**config.mk**
```make
export PLATFORM = sky130hd
export DESIGN_NAME = hot_swap_fault_sequencer
export DESIGN_NICKNAME = d
export VERILOG_FILES = /design/src/design/hs_pkg.sv /design/src/design/hs_sync_if.sv /design/src/design/hs_cmp_sync.sv /design/src/design/hot_swap_fault_sequencer.sv
export SDC_FILE = /design/constraint.sdc
export NUM_CORES = 1
export LEC_CHECK = 0
export BUFFER_PORTS_ARGS = -buffer_cell sky130_fd_sc_hd__buf_4
export CAP_MARGIN = 0
export CORE_AREA = 2 2 94 96
export CTS_BUF_LIST = sky130_fd_sc_hd__clkbuf_4
export CTS_CLUSTER_DIAMETER = 80
export DETAILED_ROUTE_END_ITERATION = 6
export DIE_AREA = 0 0 96 98
export GPL_TIMING_DRIVEN = 1
export HOLD_SLACK_MARGIN = 0.05
export PLACE_DENSITY = 0.77
export SLEW_MARGIN = 30
export SYNTH_ARGS = -nofsm -noshare
export SYNTH_HDL_FRONTEND = slang
export SYNTH_SLANG_ARGS = --single-unit
```
**constraint.sdc**
```tcl
create_clock -name clk_sys -period 2.6 [get_ports clk_sys]
set_clock_uncertainty 0.05 [all_clocks]
set_input_delay 0.26 -clock clk_sys [delete_from_list [all_inputs] [get_ports clk_sys]]
set_output_delay 0.26 -clock clk_sys [all_outputs]
set_load 0.02 [all_outputs]
```
**src/design/hs_pkg.sv**
```systemverilog
// shared constants and types for the hot swap fault sequencer
package hs_pkg;
    localparam int CLK_HZ = 50000000;
    localparam int INS_DELAY_MS = 32;
    localparam int INS_DELAY_CYC = INS_DELAY_MS * (CLK_HZ / 1000);
    localparam int PG_RISE_MS = 1;
    localparam int PG_RISE_CYC = PG_RISE_MS * (CLK_HZ / 1000);
    localparam int PG_FALL_MS = 32;
    localparam int PG_FALL_CYC = PG_FALL_MS * (CLK_HZ / 1000);
    localparam int COOL_CYCLES = 63;
    localparam int CNT_W = 24;
    localparam logic [5:0] COOL_RESET = 6'h00;
    localparam logic [1:0] LIMIT_SELECT_PIN_FLOAT = 2'h0;
    localparam logic [1:0] LIMIT_SELECT_PIN_R190K = 2'h1;
    localparam logic [1:0] LIMIT_SELECT_PIN_R70K = 2'h2;
    localparam logic [1:0] LIMIT_SELECT_PIN_GND = 2'h3;

    typedef enum logic [1:0] {
        ST_OFF,
        ST_INSERT,
        ST_START,
        ST_NORMAL
    } hs_state_e;

    typedef enum logic [1:0] {
        TMR_IDLE,
        TMR_DISCH,
        TMR_CHARGE,
        TMR_FINAL
    } tmr_state_e;

    typedef enum logic [1:0] {
        TI_SINK2,
        TI_SRC10,
        TI_SRC50,
        TI_FULL_DISCH
    } tmr_cur_e;
endpackage

```
**src/design/hs_sync_if.sv**
```systemverilog
// synchronised comparator levels passed from the input stage to the controller
`timescale 1ns/1ps
interface hs_sync_if;
    logic vin_ok;
    logic vcc_ok;
    logic uv_en;
    logic ft_cmp;
    logic drain_cl_hi;
    logic drain_tmr_hi;
    logic drain_pg_lo;
    logic in_limit;
    logic gate_above_th;
    logic gate_full;
    logic tmr_at_15;
    logic tmr_at_075;
    logic tmr_at_05;
    logic tmr_at_0;
    logic rev_cur;
    modport src (output vin_ok, vcc_ok, uv_en, ft_cmp, drain_cl_hi, drain_tmr_hi,
                 drain_pg_lo, in_limit, gate_above_th, gate_full, tmr_at_15,
                 tmr_at_075, tmr_at_05, tmr_at_0, rev_cur);
    modport dst (input vin_ok, vcc_ok, uv_en, ft_cmp, drain_cl_hi, drain_tmr_hi,
                 drain_pg_lo, in_limit, gate_above_th, gate_full, tmr_at_15,
                 tmr_at_075, tmr_at_05, tmr_at_0, rev_cur);
endinterface

```
**src/design/hs_cmp_sync.sv**
```systemverilog
// two-flop synchronisers for all comparator inputs
`timescale 1ns/1ps
module hs_cmp_sync #(
    parameter int N = 15
) (
    // clock and reset
    input wire logic clk_sys,
    input wire logic rst_b,
    // raw comparator levels
    input wire logic [N-1:0] raw,
    // synchronised levels
    hs_sync_if.src sy
);
    logic [N-1:0] meta_reg;
    logic [N-1:0] meta_next;
    logic [N-1:0] sync_reg;
    logic [N-1:0] sync_next;

    always_comb begin
        meta_next = raw;
        sync_next = meta_reg;
    end

    // first stage feeds only the second stage
    always_ff @(posedge clk_sys or negedge rst_b) begin
        if (!rst_b) begin
            meta_reg <= '0;
            sync_reg <= '0;
        end else begin
            meta_reg <= meta_next;
            sync_reg <= sync_next;
        end
    end

    assign sy.vin_ok = sync_reg[0];
    assign sy.vcc_ok = sync_reg[1];
    assign sy.uv_en = sync_reg[2];
    assign sy.ft_cmp = sync_reg[3];
    assign sy.drain_cl_hi = sync_reg[4];
    assign sy.drain_tmr_hi = sync_reg[5];
    assign sy.drain_pg_lo = sync_reg[6];
    assign sy.in_limit = sync_reg[7];
    assign sy.gate_above_th = sync_reg[8];
    assign sy.gate_full = sync_reg[9];
    assign sy.tmr_at_15 = sync_reg[10];
    assign sy.tmr_at_075 = sync_reg[11];
    assign sy.tmr_at_05 = sync_reg[12];
    assign sy.tmr_at_0 = sync_reg[13];
    assign sy.rev_cur = sync_reg[14];
endmodule // hs_cmp_sync

```
**src/design/hot_swap_fault_sequencer.sv**
```systemverilog
// hot swap controller: state machine, fault timer, gate and soft-start control
//
// Behaviour
// high current limit at low drain voltage, low limit at high drain voltage
// fast comparator pulls main gate low on overcurrent near twice the high limit
// limit select decodes to 24.5/40 mV limit with 2x or 3x fast trip
// in hot plug and insertion delay, soft-start open and discharged
// in start-up, soft-start node joined to the main gate
// in normal operation, soft-start neither joined nor grounded
// timer sinks small current when not in current limit
// in limit with gate above threshold, source 10 or 50 by drain level
// timeout at 1.5 V with low drain, 0.75 V with high drain
// cool-down: 63 cycles of discharge to 0.5 V and recharge, then full discharge
// enable toggled in cool-down: finish all cycles, then restart at once
// power-on with timer below 0.5 V starts directly, else full cool-down
// auxiliary gate on only while main gate on and fully enhanced, start-up included; off on shorts
// ORing gate switched off fast on reverse current
// input valid low on overvoltage, undervoltage or supply lockout
// fault-expired set on timeout, held through restart cycles, cleared after
// fast trip high whenever extreme overcurrent detected
// raw power good needs main gate, auxiliary gate and drain below 0.75 V
// filtered power good steers states and drives open-drain power good
// insertion done asserts once the insertion delay has elapsed
// four states: off, insertion delay, start-up, normal
// insertion delay goes to start-up when done, off on invalid input
// start-up to normal on filtered power good; off on fault or trip
// normal: overvoltage, undervoltage or trip only drops gate; lost good, timeout, supply lockout go off
// start-up uses low limit and low trip; normal follows drain level
// all comparator inputs synchronised before use
`timescale 1ns/1ps
module hot_swap_fault_sequencer
    import hs_pkg::*;
#(
    parameter int INS_CYC = INS_DELAY_CYC,
    parameter int PGR_CYC = PG_RISE_CYC,
    parameter int PGF_CYC = PG_FALL_CYC,
    parameter int COOL_N = COOL_CYCLES
) (
    // clock and reset
    input wire logic clk_sys,
    input wire logic rst_b,
    // supply and input comparators
    input wire logic overvoltage_input,
    input wire logic undervoltage_enable,
    input wire logic vcc_ok,
    // current sense comparators
    input wire logic fast_trip_cmp,
    input wire logic in_current_limit,
    input wire logic [1:0] limit_select_pin,
    // drain and gate sense
    input wire logic drain_above_cl_sw,
    input wire logic drain_above_tmr_sw,
    input wire logic drain_below_pg,
    input wire logic gate_above_th,
    input wire logic gate_fully_on,
    // timer capacitor comparators
    input wire logic tmr_at_1v5,
    input wire logic tmr_at_0v75,
    input wire logic tmr_at_0v5,
    input wire logic tmr_at_0v,
    // oring sense
    input wire logic reverse_current,
    // gate drivers
    output logic main_gate_en,
    output logic aux_fet_drive,
    output logic oring_fet_drive,
    // soft start switches
    output logic ss_to_gate,
    output logic ss_discharge,
    // current limit selection
    output logic high_current_limit,
    output logic low_current_limit,
    output logic limit_40mv,
    output logic fast_trip_3x,
    // timer current source
    output logic [1:0] tmr_current,
    // status
    output logic input_valid,
    output logic fault_expired,
    output logic insertion_done,
    output logic fast_trip,
    output logic power_good_raw,
    output logic power_good_filtered,
    output logic [1:0] hs_state,
    // open-drain power good, low means good
    output logic power_good_n_out_o,
    output logic power_good_n_out_oe
);
    hs_sync_if sy();

    hs_cmp_sync #(.N(15)) u_sync (
        .clk_sys(clk_sys),
        .rst_b(rst_b),
        .raw({reverse_current, tmr_at_0v, tmr_at_0v5, tmr_at_0v75, tmr_at_1v5,
              gate_fully_on, gate_above_th, in_current_limit, drain_below_pg,
              drain_above_tmr_sw, drain_above_cl_sw, fast_trip_cmp,
              undervoltage_enable, vcc_ok, ~overvoltage_input}),
        .sy(sy)
    );

    ////////////////////////////////////////////////////////////////////////////
    // registers
    hs_state_e st_reg, st_next;
    tmr_state_e ts_reg, ts_next;
    logic [5:0] cool_reg, cool_next;
    logic [CNT_W-1:0] ins_reg, ins_next;
    logic [CNT_W-1:0] pgc_reg, pgc_next;
    logic [2:0] por_reg, por_next;
    logic uv_prev_reg, uv_prev_next;
    logic restart_reg, restart_next;
    logic main_reg, main_next;
    logic aux_reg, aux_next;
    logic oring_reg, oring_next;
    logic ssg_reg, ssg_next;
    logic ssd_reg, ssd_next;
    logic hcl_reg, hcl_next;
    logic l40_reg, l40_next;
    logic ft3_reg, ft3_next;
    logic [1:0] ti_reg, ti_next;
    logic vld_reg, vld_next;
    logic to_reg, to_next;
    logic ins_done_reg, ins_done_next;
    logic ft_reg, ft_next;
    logic pgr_reg, pgr_next;
    logic pgf_reg, pgf_next;
    logic timeout_hit;
    logic valid_now;

    ////////////////////////////////////////////////////////////////////////////
    // combinational next state
    always_comb begin
        st_next = st_reg;
        ts_next = ts_reg;
        cool_next = cool_reg;
        ins_next = ins_reg;
        pgc_next = pgc_reg;
        por_next = {por_reg[1:0], 1'b0};
        uv_prev_next = sy.uv_en;
        restart_next = restart_reg;
        valid_now = sy.vin_ok && sy.uv_en && sy.vcc_ok;
        vld_next = valid_now;
        ft_next = sy.ft_cmp;
        // low drain gives 1.5 V limit, high drain 0.75 V
        timeout_hit = (st_reg == ST_START || st_reg == ST_NORMAL) && sy.in_limit &&
            (sy.drain_tmr_hi ? sy.tmr_at_075 : sy.tmr_at_15);

        // enable toggled while cooling: remember it and restart anyway
        if (ts_reg != TMR_IDLE && (sy.uv_en != uv_prev_reg)) begin
            restart_next = 1'b1;
        end

        // fault timer sequence
        case (ts_reg)
            TMR_IDLE: begin
                if (por_reg != 3'h0) begin
                    if (por_reg == 3'h4 && sy.tmr_at_05) begin
                        ts_next = TMR_DISCH;
                        cool_next = COOL_RESET;
                    end
                end else if (timeout_hit) begin
                    ts_next = TMR_DISCH;
                    cool_next = COOL_RESET;
                end
            end
            TMR_DISCH: begin
                if (!sy.tmr_at_05) begin
                    ts_next = TMR_CHARGE;
                end
            end
            TMR_CHARGE: begin
                if (sy.tmr_at_15) begin
                    if (cool_reg == 6'(COOL_N - 1)) begin
                        ts_next = TMR_FINAL;
                    end else begin
                        cool_next = cool_reg + 6'h01;
                        ts_next = TMR_DISCH;
                    end
                end
            end
            TMR_FINAL: begin
                if (sy.tmr_at_0) begin
                    ts_next = TMR_IDLE;
                end
            end
            default: ts_next = TMR_IDLE;
        endcase
        to_next = (ts_next != TMR_IDLE);

        // timer current selection
        case (ts_next)
            TMR_DISCH: ti_next = TI_SINK2;
            TMR_CHARGE: ti_next = TI_SRC10;
            TMR_FINAL: ti_next = TI_FULL_DISCH;
            default: begin
                if (sy.in_limit && sy.gate_above_th) begin
                    ti_next = sy.drain_cl_hi ? TI_SRC50 : TI_SRC10;
                end else begin
                    ti_next = TI_SINK2;
                end
            end
        endcase

        // power good deglitch: 1 ms to rise, 32 ms to fall
        pgr_next = main_reg && aux_reg && sy.drain_pg_lo && valid_now
            && !sy.ft_cmp;
        pgf_next = pgf_reg;
        if (pgr_reg == pgf_reg) begin
            pgc_next = '0;
        end else if (pgc_reg >= CNT_W'(pgf_reg ? PGF_CYC - 1 : PGR_CYC - 1)) begin
            pgf_next = pgr_reg;
            pgc_next = '0;
        end else begin
            pgc_next = pgc_reg + 1'b1;
        end

        // insertion delay counter
        ins_done_next = 1'b0;
        if (st_reg == ST_INSERT) begin
            if (ins_reg >= CNT_W'(INS_CYC - 1)) begin
                ins_done_next = 1'b1;
            end else begin
                ins_next = ins_reg + 1'b1;
            end
        end else begin
            ins_next = '0;
        end

        // main state machine
        case (st_reg)
            ST_OFF: begin
                if (valid_now && ts_reg == TMR_IDLE && !to_reg && por_reg == 3'h0) begin
                    st_next = restart_reg ? ST_START : ST_INSERT;
                    restart_next = 1'b0;
                end
            end
            ST_INSERT: begin
                if (!valid_now) begin
                    st_next = ST_OFF;
                end else if (ins_done_reg) begin
                    st_next = ST_START;
                end
            end
            ST_START: begin
                if (!valid_now || timeout_hit || sy.ft_cmp) begin
                    st_next = ST_OFF;
                end else if (pgf_reg) begin
                    st_next = ST_NORMAL;
                end
            end
            ST_NORMAL: begin
                if (!pgf_reg || timeout_hit || !sy.vcc_ok) begin
                    st_next = ST_OFF;
                end
            end
            default: st_next = ST_OFF;
        endcase

        // gate, soft-start and limit drive from next state
        main_next = (st_next == ST_START || st_next == ST_NORMAL) && valid_now
            && !sy.ft_cmp && !timeout_hit;
        aux_next = main_next && sy.gate_full;
        oring_next = sy.vcc_ok && !sy.rev_cur;
        ssg_next = (st_next == ST_START);
        ssd_next = (st_next == ST_OFF || st_next == ST_INSERT);
        // start-up forces low limit; normal follows drain
        hcl_next = (st_next == ST_NORMAL) && !sy.drain_cl_hi;
        l40_next = (limit_select_pin == LIMIT_SELECT_PIN_R70K) ||
            (limit_select_pin == LIMIT_SELECT_PIN_GND);
        ft3_next = (st_next == ST_NORMAL) && ((limit_select_pin == LIMIT_SELECT_PIN_R190K) ||
            (limit_select_pin == LIMIT_SELECT_PIN_R70K));
    end

    ////////////////////////////////////////////////////////////////////////////
    // state registers; por shifts out over the sync depth, cap judged on its last cycle
    always_ff @(posedge clk_sys or negedge rst_b) begin
        if (!rst_b) begin
            st_reg <= ST_OFF;
            ts_reg <= TMR_IDLE;
            cool_reg <= COOL_RESET;
            ins_reg <= '0;
            pgc_reg <= '0;
            por_reg <= 3'h7;
            uv_prev_reg <= 1'b0;
            restart_reg <= 1'b0;
            main_reg <= 1'b0;
            aux_reg <= 1'b0;
            oring_reg <= 1'b0;
            ssg_reg <= 1'b0;
            ssd_reg <= 1'b1;
            hcl_reg <= 1'b0;
            l40_reg <= 1'b0;
            ft3_reg <= 1'b0;
            ti_reg <= TI_SINK2;
            vld_reg <= 1'b0;
            to_reg <= 1'b0;
            ins_done_reg <= 1'b0;
            ft_reg <= 1'b0;
            pgr_reg <= 1'b0;
            pgf_reg <= 1'b0;
        end else begin
            st_reg <= st_next;
            ts_reg <= ts_next;
            cool_reg <= cool_next;
            ins_reg <= ins_next;
            pgc_reg <= pgc_next;
            por_reg <= por_next;
            uv_prev_reg <= uv_prev_next;
            restart_reg <= restart_next;
            main_reg <= main_next;
            aux_reg <= aux_next;
            oring_reg <= oring_next;
            ssg_reg <= ssg_next;
            ssd_reg <= ssd_next;
            hcl_reg <= hcl_next;
            l40_reg <= l40_next;
            ft3_reg <= ft3_next;
            ti_reg <= ti_next;
            vld_reg <= vld_next;
            to_reg <= to_next;
            ins_done_reg <= ins_done_next;
            ft_reg <= ft_next;
            pgr_reg <= pgr_next;
            pgf_reg <= pgf_next;
        end
    end

    ////////////////////////////////////////////////////////////////////////////
    // outputs straight from flops; power good pin level tied low
    assign main_gate_en = main_reg;
    assign aux_fet_drive = aux_reg;
    assign oring_fet_drive = oring_reg;
    assign ss_to_gate = ssg_reg;
    assign ss_discharge = ssd_reg;
    assign high_current_limit = hcl_reg;
    assign low_current_limit = ~hcl_reg;
    assign limit_40mv = l40_reg;
    assign fast_trip_3x = ft3_reg;
    assign tmr_current = ti_reg;
    assign input_valid = vld_reg;
    assign fault_expired = to_reg;
    assign insertion_done = ins_done_reg;
    assign fast_trip = ft_reg;
    assign power_good_raw = pgr_reg;
    assign power_good_filtered = pgf_reg;
    assign hs_state = st_reg;
    // pin pulled low while good; released otherwise
    assign power_good_n_out_o = 1'b0;
    assign power_good_n_out_oe = pgf_reg;
endmodule // hot_swap_fault_sequencer

```
==> impl_metrics.json <==
{
  "status": "finished clean",
  "setup_ws_ps": 221,
  "synth.mux.area_fraction_pct": 1.50,
  "r2r_slack_ps": 220,
  "die_h_um": 98,
  "core_mm2": 0.00847,
  "maxCapViolCount": 0,
  "ys_seq_area_share_pct": 56.6,
  "rr_startpoint": "ins_reg[17]$_DFFE_PN0N_",
  "dpl.hpwl_um": 6440,
  "synth_compound_area_share_pct": 9.85,
  "cts_made_buffers": 9,
  "ctsResizeCount": 0,
  "cp_max_fo": 27,
  "cp_data_arrival_time_ps": 2710,
  "synth_top_area_share_pct": 54.4,
  "synthArstFlopShare_pct": 100,
  "hold_path_class": "in -> reg",
  "cts_tree": "built",
  "min_period_over_period_pct": 91.5,
  "dpl_worst_slack_ps": 292,
  "dp.cells": 588,
  "die_area_mm2": 0.00941,
  "area_growth_pct": 14.8,
  "criticalPathCategory": "reg -> reg",
  "grt_pass1_vias": 3531,
  "antenna_found_initial": 0,
  "leakage_uw": 0.00240,
  "cts_sinks": 109,
  "syn_avg_cell_area_um2": 10.7,
  "h-tree-depth": 3,
  "wl_um": 9210,
  "max_slew_margin_pct": 47.9,
  "setup_violations": 0,
  "ios": 40,
  "grt_pass1_wl_um": 16200,
  "endpoint": "ins_reg[17]$_DFFE_PN0N_",
  "wire_per_inst_um": 14.8,
  "start_kind": "flip-flop",
  "synthXorXnorAreaFrac_pct": 4.36,
  "maxSlewViolCount": 0,
  "intPower_uw": 2300,
  "fill_cells": 664,
  "grt_max_degree": 54,
  "p_sw_share_pct": 31.8,
  "grt_setup_unrepaired": "no",
  "synth_warnings": 0,
  "yosys.area_share.simple_pct": 20.1,
  "drt_first_pass_iters": 4,
  "clock_power_share_pct": 25.4,
  "clock.fmax_ghz": 0.420,
  "synth_area_mm2": 0.00483,
  "cts_root_buf": "clkbuf_4",
  "io_buffers": 38,
  "hold_viol": 0,
  "fin_nets": 542,
  "yosys.area_share.adder_pct": 3.89,
  "globalRouteOverflowTotal": 0,
  "first_iter_violations": 183,
  "clk_pin_slew_worst_paths_ps": 200,
  "synthTopCellsByCount": "dfrtp_1, nor2_1, nand2_1, nand3_1, a21oi_1",
  "insertion_delay_ps": 470,
  "ys_seq_elements": 109,
  "cp-startpoint": "ins_reg[17]$_DFFE_PN0N_",
  "routed-via-count": 3506,
  "dieWidth_um": 96,
  "gp_congestion": 0.889,
  "synth_top_cell_by_area": "dfrtp_1",
  "end_kind": "flip-flop",
  "power_frac_seq_pct": 57.7,
  "hp-start": "limit_select_pin[0]",
  "ant_nets": 0,
  "rows": 34,
  "worstRegToRegCells": 5,
  "avgViaCountPerCell": 5.65,
  "remaining_drc_errors": 0,
  "clockBufferDepth": 2,
  "synth.distinct_cells": 48,
  "hold-path-cell-count": 4,
  "yosys-top-cells-area": "dfrtp_1, ha_1, nor2_1, nand2_1, nand3_1",
  "r2r_end": "ins_reg[17]$_DFFE_PN0N_",
  "p_comb_share_pct": 16.9,
  "layout-drive-gt1-share_pct": 13.8,
  "power_switching_uw": 1070,
  "fin_tns_setup_ps": 0,
  "synth_top_flop_cell": "dfrtp_1",
  "required_ps": 2930,
  "postSynthCellCount": 452,
  "antenna_cells": 0,
  "worst-slew-pin-transition_ps": 782,
  "stdcell_count": 621,
  "ir_worst_vdd_mv": 0.359,
  "synth_edf_count": 0,
  "synth.most_common_cell": "dfrtp_1",
  "powerDensity_mw_per_mm2": 608,
  "start_util_pct": 57.0,
  "synth_top_family_by_area": "simple AND/OR/NAND/NOR gates",
  "finalCriticalPeriod_ps": 2380,
  "grt_util_all_layers_pct": 22.0
}
-- metrics by stage --
stage / hold slack [ps] / utilization [%] / total power, uW / area (um^2)
finish: 84.6 / 65.4 / 3370 / 5540
global route: 52.4 / 65.4 / 3580 / 5540
CTS: 55.9 / 65.4 / 3410 / 5540
detailed placement: 184 / 61.6 / 2530 / 5220
global placement: 180 / 61.6 / 2510 / 5220
floorplan: -85.6 / - / 2300 / 4840
-- worst min path at each step --
stage,endpoint,slack [ps]
after floorplan,aux_fet_drive$_DFF_PN0_,-90
after global placement,pgc_reg[17]$_DFF_PN0_,180
after detailed placement,pgc_reg[16]$_DFF_PN0_,180
after CTS,fast_trip_3x$_DFF_PN0_,60
after global routing,fast_trip_3x$_DFF_PN0_,50
final,fast_trip_3x$_DFF_PN0_,80
-- critical path, cell delays in order (launching register included) --
cell and delay [ps]:
dfrtp_1 460, nor4_1 270, o21ai_0 190, or2_1 560, or4_1 620, a21oi_1 170
-- layer usage --
metal  track usage (%)  share of wire [%]  wire (um)  vias up
li1                  -                  -          -     1707
met3              5.25                3.7        342        6
met4              6.04               0.92         85        0
met5                 0                  0          0        -
met1              31.0                 46       4210     1717
met2              34.3                 50       4570       76
-- layout by cell type (no fill, tap or decap), drive strengths merged, types with 10 or more instances in the layout --
master         n
or4           14
nand4         12
dlygate4sd3   17
nor3          11
o31ai         14
o21ai         13
xor2          10
inv           19
buf           46
a21oi         20
nand3         25
nor2          42
nand2         34
ha            15
xnor2         14
dfrtp        105
-- power by group through the flow --
stage          Sequential (uW)  Combinational, uW  Clock [uW]
4_1_cts                   1950                580         889
6_report                  1940                569         855
3_5_place_dp              1980                558           0
3_3_place_gp              1970                537           0
2_1_floorplan             1990                310           0
5_1_grt                   1970                644         969
-- cell families (layout without fill, tap and decap cells) --
family,Yosys count,after routing
buf+inv,37,95
xor+xnor,24,24
fa+ha+maj,15,15
mux,7,7
simple gates,186,186
other cells,1,4
flops,109,109
compound gates,73,73
-- layout make-up --
cell class / count / area (um^2) / area share, %
flip-flops and latches: 109 / 2730 / 49.3
multi-input cells: 309 / 1930 / 34.9
repair buffers: 63 / 528 / 9.53
well taps: 108 / 135 / 2.44
clock inverters: 7 / 83.8 / 1.51
clock buffers: 9 / 67.6 / 1.22
inverters: 16 / 60.1 / 1.08
-- timing repair --
action,4_1_cts,5_1_grt
hold buffers,17,0
setup endpoints to repair,0,0
setup buffers,0,0
endpoints found under the hold margin,65,0
No activity file was read; power rests on OpenSTA's default activity.
